**config.mk**
```make
export PLATFORM = sky130hd
export DESIGN_NAME = rom_identity_crc_access
export DESIGN_NICKNAME = d
export VERILOG_FILES = /design/src/logic/rom_id_pkg.sv /design/src/logic/bit_push_if.sv /design/src/logic/crc8_serial.sv /design/src/logic/pair_buffer.sv /design/src/logic/rom_identity_crc_access.sv
export SDC_FILE = /design/constraint.sdc
export NUM_CORES = 1
export LEC_CHECK = 0
export BUFFER_PORTS_ARGS = -buffer_cell sky130_fd_sc_hd__buf_2
export CORE_AREA = 2 2 85 87
export CTS_BUF_LIST = sky130_fd_sc_hd__clkbuf_8 sky130_fd_sc_hd__clkbuf_16
export DETAILED_ROUTE_END_ITERATION = 16
export DIE_AREA = 0 0 87 89
export HOLD_SLACK_MARGIN = 0.05
export PLACE_DENSITY = 0.66
export REMOVE_ABC_BUFFERS = 1
export SETUP_SLACK_MARGIN = 0.02
export SYNTH_ARGS = -nofsm -noshare
export SYNTH_HDL_FRONTEND = slang
export SYNTH_SLANG_ARGS = --single-unit
```
**constraint.sdc**
```tcl
create_clock -name clk_sys -period 3.6 [get_ports clk_sys]
set_input_delay 0.54 -clock clk_sys [delete_from_list [all_inputs] [get_ports clk_sys]]
set_output_delay 0.54 -clock clk_sys [all_outputs]
set_load 0.005 [all_outputs]
```
**src/logic/rom_id_pkg.sv**
```systemverilog
package rom_id_pkg;

	// ------------------------------------------------------------
	// Code layout
	// ------------------------------------------------------------
	localparam int ID_BITS = 64;
	localparam int PREFIX_BITS = 56;
	localparam int FAMILY_W = 8;
	localparam int SERIAL_W = 36;
	localparam int RANGE_W = 12;
	localparam int CHECK_W = 8;
	localparam int BYTE_W = 8;
	localparam int FAMILY_LSB = 0;
	localparam int SERIAL_LSB = 8;
	localparam int RANGE_LSB = 44;
	localparam int CHECK_LSB = 56;
	localparam logic [6:0] LAST_ID_BIT = 7'h3f;
	localparam logic [6:0] LAST_BYTE_BIT = 7'h07;

	// ------------------------------------------------------------
	// Check generator, x^8 + x^5 + x^4 + 1, shifted LSB first
	// ------------------------------------------------------------
	localparam logic [7:0] CRC_INIT = 8'h00;
	localparam logic [7:0] CRC_POLY_REFL = 8'h8c;

	// ------------------------------------------------------------
	// Address-level command bytes
	// ------------------------------------------------------------
	localparam logic [7:0] CMD_READ_ID = 8'h01;
	localparam logic [7:0] CMD_MATCH_ID = 8'h02;
	localparam logic [7:0] CMD_SEARCH_ID = 8'h03;
	localparam logic [7:0] CMD_COND_SEARCH = 8'h04;
	localparam logic [7:0] CMD_SKIP_ID = 8'h05;
	localparam logic [7:0] CMD_FAST_SKIP = 8'h06;
	localparam logic [7:0] CMD_FAST_MATCH = 8'h07;

	typedef enum logic [3:0] {
		ST_IDLE, ST_ADDR_CMD, ST_READ, ST_MATCH, ST_SRCH_TRUE,
		ST_SRCH_COMP, ST_SRCH_DIR, ST_MEM_CMD, ST_DONE, ST_DROP
	} link_state_e;

	function automatic logic [7:0] crc8_step(input logic [7:0] crc, input logic din);
		logic fb;
		fb = din ^ crc[0];
		crc8_step = (crc >> 1) ^ (fb ? CRC_POLY_REFL : 8'h00);
	endfunction

	function automatic logic [7:0] crc8_of_prefix(input logic [PREFIX_BITS-1:0] prefix);
		logic [7:0] crc;
		crc = CRC_INIT;
		for (int i = 0; i < PREFIX_BITS; i++)
			crc = crc8_step(crc, prefix[i]);
		crc8_of_prefix = crc;
	endfunction

endpackage

```
**src/logic/bit_push_if.sv**
```systemverilog
`timescale 1ns/1ps
interface bit_push_if;
	logic valid;
	logic ready;
	logic data;
	modport source (output valid, output data, input ready);
	modport sink (input valid, input data, output ready);
endinterface

```
**src/logic/crc8_serial.sv**
```systemverilog
`timescale 1ns/1ps
module crc8_serial
	import rom_id_pkg::*;
(
	input wire logic clk_sys,
	input wire logic reset,
	input wire logic clear,
	input wire logic shift,
	input wire logic din,
	output logic [7:0] crc,
	output logic zero_next
);
	logic [7:0] crc_r;
	logic [7:0] crc_nxt;

	always_comb
	begin
		crc_nxt = crc_r;
		if (clear)
			crc_nxt = CRC_INIT;
		else if (shift)
			crc_nxt = crc8_step(crc_r, din);
	end

	always_ff @(posedge clk_sys)
	begin
		if (reset)
			crc_r <= CRC_INIT;
		else
			crc_r <= crc_nxt;
	end

	assign crc = crc_r;
	assign zero_next = (crc8_step(crc_r, din) == 8'h00);
endmodule

```
**src/logic/pair_buffer.sv**
```systemverilog
`timescale 1ns/1ps
module pair_buffer #(
	parameter int WIDTH = 1,
	parameter int DEPTH = 2
) (
	input wire logic clk_sys,
	input wire logic reset,
	bit_push_if.sink in_port,
	output logic out_valid,
	input wire logic out_ready,
	output logic [WIDTH-1:0] out_data
);
	localparam int PW = $clog2(DEPTH);
	logic [WIDTH-1:0] mem_r [DEPTH];
	logic [WIDTH-1:0] mem_nxt [DEPTH];
	logic [PW-1:0] wr_r, wr_nxt, rd_r, rd_nxt;
	logic [PW:0] cnt_r, cnt_nxt;
	logic push, pop;

	assign in_port.ready = (cnt_r != (PW+1)'(DEPTH));
	assign out_valid = (cnt_r != '0);
	assign out_data = mem_r[rd_r];
	assign push = in_port.valid && in_port.ready;
	assign pop = out_valid && out_ready;

	always_comb
	begin
		mem_nxt = mem_r;
		wr_nxt = wr_r;
		rd_nxt = rd_r;
		if (push)
		begin
			mem_nxt[wr_r] = WIDTH'(in_port.data);
			wr_nxt = (wr_r == PW'(DEPTH-1)) ? '0 : wr_r + 1'b1;
		end
		if (pop)
			rd_nxt = (rd_r == PW'(DEPTH-1)) ? '0 : rd_r + 1'b1;
		cnt_nxt = cnt_r + (PW+1)'(push) - (PW+1)'(pop);
	end

	always_ff @(posedge clk_sys)
	begin
		if (reset)
		begin
			wr_r <= '0;
			rd_r <= '0;
			cnt_r <= '0;
			for (int i = 0; i < DEPTH; i++)
				mem_r[i] <= '0;
		end
		else
		begin
			wr_r <= wr_nxt;
			rd_r <= rd_nxt;
			cnt_r <= cnt_nxt;
			mem_r <= mem_nxt;
		end
	end
endmodule

```
**src/logic/rom_identity_crc_access.sv**
```systemverilog
`timescale 1ns/1ps
module rom_identity_crc_access
	import rom_id_pkg::*;
#(
	parameter logic [FAMILY_W-1:0] FAMILY_CODE = 8'h5a, // Arbitrary value
	parameter logic [SERIAL_W-1:0] SERIAL_NUM = 36'h012345678, // Arbitrary value
	parameter logic [RANGE_W-1:0] RANGE_CODE = 12'h0a5 // Arbitrary value
) (
	input wire logic clk_sys,
	input wire logic reset,
	input wire logic link_reset,
	input wire logic speed_reset,
	input wire logic rx_valid,
	input wire logic rx_bit,
	output logic tx_valid,
	input wire logic tx_ready,
	output logic tx_bit,
	input wire logic alarm_cond,
	output logic fast_mode,
	output logic addr_ok,
	output logic id_check_ok,
	output logic mem_cmd_valid,
	output logic [7:0] mem_cmd
);
	import rom_id_pkg::*;

	// ------------------------------------------------------------
	// Identity code
	// ------------------------------------------------------------
	localparam logic [PREFIX_BITS-1:0] ID_PREFIX = {RANGE_CODE, SERIAL_NUM, FAMILY_CODE};
	localparam logic [CHECK_W-1:0] ID_CHECK = crc8_of_prefix(ID_PREFIX);
	localparam logic [ID_BITS-1:0] ID_CODE = {ID_CHECK, ID_PREFIX};

	// ------------------------------------------------------------
	// Link state
	// ------------------------------------------------------------
	link_state_e state_r, state_nxt;
	logic [6:0] cnt_r, cnt_nxt;
	logic [7:0] byte_r, byte_nxt;
	logic fast_r, fast_nxt;
	logic addr_ok_r, addr_ok_nxt;
	logic match_r, match_nxt;
	logic id_ok_r, id_ok_nxt;
	logic mem_v_r, mem_v_nxt;
	logic [7:0] mem_cmd_r, mem_cmd_nxt;

	logic [7:0] rx_byte;
	logic id_bit;
	logic crc_clear, crc_shift, crc_zero_next;
	logic [7:0] crc_val;
	logic buf_flush;

	bit_push_if push_if ();

	assign rx_byte = {rx_bit, byte_r[7:1]};
	assign id_bit = ID_CODE[cnt_r[5:0]];

	// ------------------------------------------------------------
	// Check generator for received codes
	// ------------------------------------------------------------
	// Cleared on each link reset so a match always starts from zero
	assign crc_clear = link_reset;
	assign crc_shift = (state_r == ST_MATCH) && rx_valid && !link_reset;

	crc8_serial u_crc (
		.clk_sys(clk_sys),
		.reset(reset),
		.clear(crc_clear),
		.shift(crc_shift),
		.din(rx_bit),
		.crc(crc_val),
		.zero_next(crc_zero_next)
	);

	// ------------------------------------------------------------
	// Transmit path
	// ------------------------------------------------------------
	// Two entries hold both search bits so a slow slot layer loses none
	// A link reset aborts any send, so stale code bits never leak out
	assign buf_flush = reset || link_reset;
	always_comb
	begin
		push_if.valid = 1'b0;
		push_if.data = 1'b0;
		case (state_r)
			ST_READ, ST_SRCH_TRUE:
			begin
				push_if.valid = 1'b1;
				push_if.data = id_bit;
			end
			ST_SRCH_COMP:
			begin
				push_if.valid = 1'b1;
				push_if.data = ~id_bit;
			end
			default:
			begin
				push_if.valid = 1'b0;
				push_if.data = 1'b0;
			end
		endcase
	end

	pair_buffer #(
		.WIDTH(1),
		.DEPTH(2)
	) u_tx_buf (
		.clk_sys(clk_sys),
		.reset(buf_flush),
		.in_port(push_if.sink),
		.out_valid(tx_valid),
		.out_ready(tx_ready),
		.out_data(tx_bit)
	);

	// ------------------------------------------------------------
	// Command sequencing
	// ------------------------------------------------------------
	always_comb
	begin
		state_nxt = state_r;
		cnt_nxt = cnt_r;
		byte_nxt = byte_r;
		fast_nxt = fast_r;
		addr_ok_nxt = addr_ok_r;
		match_nxt = match_r;
		id_ok_nxt = id_ok_r;
		mem_v_nxt = 1'b0;
		mem_cmd_nxt = mem_cmd_r;
		if (speed_reset)
			fast_nxt = 1'b0;
		if (link_reset)
		begin
			// Every link reset demands a fresh address command
			state_nxt = ST_ADDR_CMD;
			cnt_nxt = '0;
			byte_nxt = '0;
			addr_ok_nxt = 1'b0;
			match_nxt = 1'b1;
			id_ok_nxt = 1'b0;
		end
		else
		begin
			case (state_r)
				ST_ADDR_CMD:
					if (rx_valid)
					begin
						byte_nxt = rx_byte;
						cnt_nxt = cnt_r + 7'h01;
						if (cnt_r == LAST_BYTE_BIT)
						begin
							cnt_nxt = '0;
							case (rx_byte)
								CMD_READ_ID: state_nxt = ST_READ;
								CMD_MATCH_ID: state_nxt = ST_MATCH;
								CMD_SEARCH_ID: state_nxt = ST_SRCH_TRUE;
								CMD_COND_SEARCH:
									state_nxt = alarm_cond ? ST_SRCH_TRUE : ST_DROP;
								CMD_SKIP_ID:
								begin
									state_nxt = ST_MEM_CMD;
									addr_ok_nxt = 1'b1;
								end
								CMD_FAST_SKIP:
								begin
									fast_nxt = 1'b1;
									state_nxt = ST_MEM_CMD;
									addr_ok_nxt = 1'b1;
								end
								CMD_FAST_MATCH:
								begin
									fast_nxt = 1'b1;
									state_nxt = ST_MATCH;
								end
								default: state_nxt = ST_DROP;
							endcase
						end
					end
				ST_READ:
					if (push_if.ready)
					begin
						cnt_nxt = cnt_r + 7'h01;
						if (cnt_r == LAST_ID_BIT)
						begin
							cnt_nxt = '0;
							state_nxt = ST_MEM_CMD;
							addr_ok_nxt = 1'b1;
						end
					end
				ST_MATCH:
					if (rx_valid)
					begin
						match_nxt = match_r && (rx_bit == id_bit);
						cnt_nxt = cnt_r + 7'h01;
						if (cnt_r == LAST_ID_BIT)
						begin
							cnt_nxt = '0;
							id_ok_nxt = crc_zero_next;
							if (match_nxt)
							begin
								state_nxt = ST_MEM_CMD;
								addr_ok_nxt = 1'b1;
							end
							else
								state_nxt = ST_DROP;
						end
					end
				ST_SRCH_TRUE:
					if (push_if.ready)
						state_nxt = ST_SRCH_COMP;
				ST_SRCH_COMP:
					if (push_if.ready)
						state_nxt = ST_SRCH_DIR;
				ST_SRCH_DIR:
					if (rx_valid)
					begin
						// A device whose bit differs from the chosen path leaves the search
						if (rx_bit != id_bit)
							state_nxt = ST_DROP;
						else if (cnt_r == LAST_ID_BIT)
						begin
							cnt_nxt = '0;
							state_nxt = ST_MEM_CMD;
							addr_ok_nxt = 1'b1;
						end
						else
						begin
							cnt_nxt = cnt_r + 7'h01;
							state_nxt = ST_SRCH_TRUE;
						end
					end
				ST_MEM_CMD:
					if (rx_valid)
					begin
						byte_nxt = rx_byte;
						cnt_nxt = cnt_r + 7'h01;
						if (cnt_r == LAST_BYTE_BIT)
						begin
							cnt_nxt = '0;
							mem_cmd_nxt = rx_byte;
							mem_v_nxt = 1'b1;
							state_nxt = ST_DONE;
						end
					end
				ST_IDLE, ST_DONE, ST_DROP:
					state_nxt = state_r;
				default:
					state_nxt = ST_IDLE;
			endcase
		end
	end

	always_ff @(posedge clk_sys)
	begin
		if (reset)
		begin
			state_r <= ST_IDLE;
			cnt_r <= '0;
			byte_r <= '0;
			fast_r <= 1'b0;
			addr_ok_r <= 1'b0;
			match_r <= 1'b1;
			id_ok_r <= 1'b0;
			mem_v_r <= 1'b0;
			mem_cmd_r <= '0;
		end
		else
		begin
			state_r <= state_nxt;
			cnt_r <= cnt_nxt;
			byte_r <= byte_nxt;
			fast_r <= fast_nxt;
			addr_ok_r <= addr_ok_nxt;
			match_r <= match_nxt;
			id_ok_r <= id_ok_nxt;
			mem_v_r <= mem_v_nxt;
			mem_cmd_r <= mem_cmd_nxt;
		end
	end

	assign fast_mode = fast_r;
	assign addr_ok = addr_ok_r;
	assign id_check_ok = id_ok_r;
	assign mem_cmd_valid = mem_v_r;
	assign mem_cmd = mem_cmd_r;
endmodule

```
==> results.md, run 1 <==
* Worst Setup SP: state_r[2]
* Synth unique cells at 57
* Seq cells post-synth at 46
* Worst-Margin Slew at 580 ps
* FMAX at 325 MHz
* Most frequent cells in the layout: 46 x nor2_1, 46 x dfxtp_1, 28 x nand2_1, 28 x a21oi_1, 24 x mux2i_1
* Status: finished clean
* Final setup fails at 0
* Vias at 2284
* CP arrival at 3280 ps
* Vias in the first global route at 2170
* # fillers at 668
* FF-to-FF Start: state_r[2]
* Rows at 30
* WP data required at 3800 ps
* Initial antenna violation count at 0
* Overall power at 921 uW
* CP max stage delay at 480 ps
* VDD IR max at 0.198 mV
* Proportion of layout cells with a drive suffix above 1 at 0.159
* Async set or reset register ratio after synthesis at 0
* Worst hold path class: reg2reg
* Largest net degree at the start of global routing at 34
* Synthesized cell area at 2660 um2
* CTS H-tree depth at 2
* DRC viols at 0
* ANT nets after route at 0
* Syn. warnings at 0
* Clock skew at 11.2 ps
* Sequential cell area at 921 um2
* Final hold vios at 0
* Hold_ws at 454 ps
* Dpl hpwl at 4150 um
* Mapped Cells at 329
* IO buf count at 21
* Core region area at 6720 um2
* Clk_lat worst skew at 320 ps
* Routed WL per cell at 13.4 um
* Worst-path clk slew at 100 ps
* Leakage at 1.10 nW
* Crit start category: register
* Area Overhead vs Synth at 10.2%
* RSZ-0062 raised after global routing: no
* Reg2reg end: id_bit
* Power density over the cells at 314 nW/um2
* CTS Hold Bufs at 0
* Number of flops mapped to enable cells by yosys at 0
* Reg2reg path depth at 13
* WL final at 5700 um
* First-pass GRT wire length at 9760 um
* Critical-path top delay cell: or3b_4
* # IOs at 22
* Final #Nets at 364
* CTS Buffer Depth at 2
* Root buffer cell: clkbuf_8
* Setup TNS at 0 ps
* Reg2reg setup slack at 520 ps
* Post-CTS Setup Bufs at 0
* Avg Vias per Cell at 5.36
* Top FF cell, synth: dfxtp_1
* Slew margin rel. at 0.613
* WHS Endpoint: match_r
* Synthesized area per cell at 8.08 um2
* TritonCTS Buffers at 5
* Crit-path max FO at 15
* Crit Path Class: reg2reg
* Gr usage total at 0.156
* Die Span X at 87 um
* DR iter-0 viols at 114
* # clock sinks at 46
* Hold Path Origin: match_r
* Sequential fraction of the synthesis area at 0.346
* GP Congestion at 0.898
* Die height at 89 um
* Initial core utilization at 0.396
* Pins Over Slew Limit at 0
* Antenna cell count at 0
* GRT Residual Overflow at 0
* Area occupied by multi-input gates at 1600 um2
* CTS tree: yes
* DR pass1 iterations at 4
* Crit-path cells: or3b_4 -> nor2_2 -> o21bai_2 -> buf_4 -> nor3_1 -> a21oi_1 -> nor2_1 -> inv_1 -> ha_1 -> mux2_4 -> mux2i_1 -> o21ai_1 -> a2bb2oi_1
* Hold-critical path depth at 2
* Period utilization at 0.855
* Die ar. at 7740 um2
* CTS resizes at 0
* Period minus WS final at 3080 ps
* Crit path capture type: register
* Max Cap Viol at 0
## flip-flops by register name (all words and copies together), names as in the netlist, 2 cells and up
signal and flops:
byte_r 7, cnt_r 7, mem_cmd 8, state_r 4, u_crc.crc 8, u_tx_buf.cnt_r 2
u_tx_buf.mem_r 2
## worst max path at each step
stage,to,cells past startpoint
finish,id_bit,13
global route,id_bit,13
CTS,id_bit,13
detailed placement,id_bit,14
global placement,id_bit,14
floorplan,id_bit,12
## worst max-delay path, delay by kind of cell, from the launching register on
| kind | cells | cell delay, ps |
|---|---|---|
| AOI/OAI and AO/OA | 4 | 430 |
| adders and majority gates | 1 | 230 |
| buffers and inverters | 2 | 350 |
| DFF | 1 | 470 |
| muxes | 2 | 370 |
| and+or+nand+nor | 4 | 1130 |
## synth_stat cells (2+ instances only)
master | count | share of area
a211oi_1 | 2 | 0.0056
a21o_1 | 2 | 0.0056
a21oi_1 | 28 | 0.053
a31oi_1 | 4 | 0.0094
and2_1 | 2 | 0.0047
and3_1 | 5 | 0.012
buf_2 | 5 | 0.0094
buf_4 | 2 | 0.0056
clkbuf_1 | 12 | 0.017
dfxtp_1 | 46 | 0.35
ha_1 | 11 | 0.052
inv_1 | 11 | 0.016
mux2_2 | 2 | 0.0085
mux2i_1 | 24 | 0.090
nand2_1 | 28 | 0.040
nand2b_1 | 3 | 0.0071
nand3_1 | 9 | 0.017
nand3b_1 | 2 | 0.0056
nand4_1 | 2 | 0.0047
nor2_1 | 46 | 0.065
nor2_2 | 2 | 0.0047
nor2b_1 | 6 | 0.014
nor3_1 | 7 | 0.013
nor4_1 | 2 | 0.0047
o211ai_1 | 2 | 0.0056
o211ai_2 | 2 | 0.0094
o21ai_0 | 18 | 0.034
o21ai_1 | 2 | 0.0038
o22ai_1 | 2 | 0.0047
or4_1 | 3 | 0.0085
xnor2_1 | 9 | 0.030
xor2_1 | 3 | 0.0099
## metrics by stage
| stage | utilization | instances | instance area [um2] | setup WS, ps |
|---|---|---|---|---|
| floorplan | - | 309 | 2570 | 714 |
| global placement | 0.422 | 418 | 2840 | 453 |
| detailed placement | 0.422 | 418 | 2840 | 340 |
| CTS | 0.436 | 426 | 2930 | 518 |
| global route | 0.436 | 426 | 2930 | 126 |
| finish | 0.436 | 426 | 2930 | 521 |
## report_power, final
group          internal (mW)  leakage, nW  total [mW]  switching, mW
combinational         0.0218        0.679      0.0619         0.0401
sequential             0.511        0.371       0.514        0.00357
clock                  0.144       0.0495       0.345          0.200
total                  0.677         1.10       0.921          0.244
## layer usage
layer	global-route usage	routed length, um
met1	0.198	2720
met2	0.258	2610
met3	0.0416	286
met4	0.0526	78
met5	0	0
## cells by family after synthesis
group,after synthesis,share of synthesized area
and+or+nand+nor,126,0.228
AOI/OAI and AO/OA,74,0.177
DFF,46,0.346
buffers and inverters,33,0.0527
muxes,27,0.104
xor gates and xnor gates,12,0.0395
adders and majority gates,11,0.0518
## final cells by class
| cell class | instances | area share |
|---|---|---|
| sequential | 46 | 0.314 |
| clock inverter | 3 | 0.00897 |
| timing repair buffer | 29 | 0.0564 |
| tap | 80 | 0.0342 |
| inverter | 13 | 0.0175 |
| multi-input combinational | 250 | 0.545 |
| clock buffer | 5 | 0.0235 |
Power figures use the tool's default switching activity.
==> run 2, diff against run 1 <==
CORE_AREA = 2 2 80 82   (was 2 2 85 87)
DIE_AREA = 0 0 82 84   (was 0 0 87 89)
PLACE_DENSITY = 0.72   (was 0.66)
==> run 2 against run 1 <==
  * Utilization rose by 4.6 points
  * Critical path type unchanged
  * Cell count fell by 0.94%
  * Largest cell class unchanged
  * Hold slack got worse by 4.4 ps
  * Clock skew fell by 5.9 ps
  * Sequential share of layout area fell by 0.080 points
  * Die area fell by 11%
  * Power rose by 5.0%
==> results.md, run 2 (same netlist as run 1, synthesis figures left out) <==
* Critical-path top delay cell: xnor2_1
* Max Cap Viol at 0
* Most frequent cells in the layout: 46 x nor2_1, 46 x dfxtp_1, 28 x nand2_1, 28 x a21oi_1, 24 x mux2i_1
* Die ar. at 6890 um2
* Int Pwr at 739 uW
* Crit start category: register
* DR pass1 iterations at 4
* Setup TNS at 0 ps
* CTS H-tree depth at 2
* Vias in the first global route at 1957
* Clk pwr share at 0.403
* CTS Buffer Depth at 2
* Post-DP Area at 2820 um2
* TritonCTS Buffers at 5
* Antenna cell count at 0
* WL final at 5750 um
* CTS resizes at 0
* Worst Setup Slack, final at 521 ps
* DR iter-0 viols at 273
* Setup WS pre-CTS at 440 ps
* Area Overhead vs Synth at 10.5%
* DRC viols at 0
* CP max stage delay at 390 ps
* Initial core utilization at 0.436
* Fin area at 2940 um2
* # IOs at 22
* Crit path capture type: register
* Vias at 2325
* Pins Over Slew Limit at 0
* Clock skew at 5.33 ps
* Worst hold path class: reg2reg
* Crit-path cells: buf_4 -> xnor2_1 -> a2111oi_2 -> a31o_2 -> nor3_1 -> a21oi_1 -> nor2_1 -> inv_1 -> ha_1 -> mux2_4 -> mux2i_1 -> o21ai_1 -> a2bb2oi_1
* ANT nets after route at 0
* Status: finished clean
* Worst-path clk slew at 90 ps
* Overall power at 967 uW
* Power density over the cells at 329 nW/um2
* VDD IR max at 0.190 mV
* Crit Path Class: reg2reg
* Largest net degree at the start of global routing at 34
* Die height at 84 um
* IO buf count at 21
* Core region area at 6100 um2
* Rows at 29
* Crit-path max FO at 11
* Final hold vios at 0
* RSZ-0062 raised after global routing: no
* Final #Nets at 363
* Worst-Margin Slew at 616 ps
* GRT Residual Overflow at 0
* Final setup fails at 0
* Initial antenna violation count at 0
* CTS tree: yes
* Buf+Inv Stages, Crit Path at 2
* Dpl hpwl at 4120 um
* Routed WL per cell at 13.6 um
* GP Congestion at 0.864
* Sequential Power Share at 0.531
* Leakage at 1.09 nW
* WP data required at 3800 ps
* CTS Hold Bufs at 0
* Sw Pwr at 228 uW
* Period utilization at 0.855
* FMAX at 325 MHz
* Slew margin rel. at 0.589
* Clk_lat worst skew at 310 ps
* Die Span X at 82 um
* CP arrival at 3280 ps
* Root buffer cell: clkbuf_8
* Gr usage total at 0.173
* Period minus WS final at 3080 ps
* # clock sinks at 46
* Gate power share at 0.066
* Post-CTS Setup Bufs at 0
* Proportion of layout cells with a drive suffix above 1 at 0.157
* Switching part of the total at 0.236
* First-pass GRT wire length at 9410 um
* Largest delay share family, worst path: compound AO/OA/AOI/OAI gates
* Avg Vias per Cell at 5.51
run 2: cell count changes in the layout (fill, tap and decap cells not counted):
cell	change
bufinv_16	+1
inv_6	-3
buf_4	-1
clkinvlp_4	+2
run 2: power groups by stage:
stage	clock network [mW]	registers, mW	logic [mW]
floorplan	0	0.526	0.0364
global placement	0	0.526	0.0615
detailed placement	0	0.526	0.0623
CTS	0.400	0.514	0.0626
global route	0.422	0.514	0.0694
finish	0.389	0.514	0.0636
run 2: worst paths after layout:
path / from / endpoint / slack (ps) / cells after the start
min reg2reg: match_r / match_r / 450 / 2
max: state_r[1] / id_bit / 520 / 13
max reg2reg: state_r[1] / id_bit / 520 / 13
min: match_r / match_r / 450 / 2
run 2: worst reg2reg max path, delay by kind of cell (launching register included):
family	cells	cell delay, ps
and+or+nand+nor	2	510
buffers and inverters	2	350
AOI/OAI and AO/OA	5	740
xor gates and xnor gates	1	390
adders and majority gates	1	230
DFF	1	360
muxes	2	390
run 2: routing by layer:
layer | part of all wire | GRT usage
met3 | 0.046 | 0.0400
met4 | 0.013 | 0.0515
met1 | 0.45 | 0.236
met2 | 0.49 | 0.269
met5 | 0 | 0
run 2: area by class of cell:
type                       count  area [um2]
sequential                    46         921
inverter                      13        51.3
clock inverter                 3        45.0
multi-input combinational    250        1600
clock buffer                   5        68.8
tap                           77        96.3
fill                         598        3160
timing repair buffer          28         158
run 2: through the flow:
stage          utilization  instances  hold WS (ps)
2_1_floorplan            -        309           414
3_3_place_gp         0.463        414           431
3_5_place_dp         0.463        414           439
4_1_cts              0.482        422           452
5_1_grt              0.482        422           483
6_report             0.482        422           450
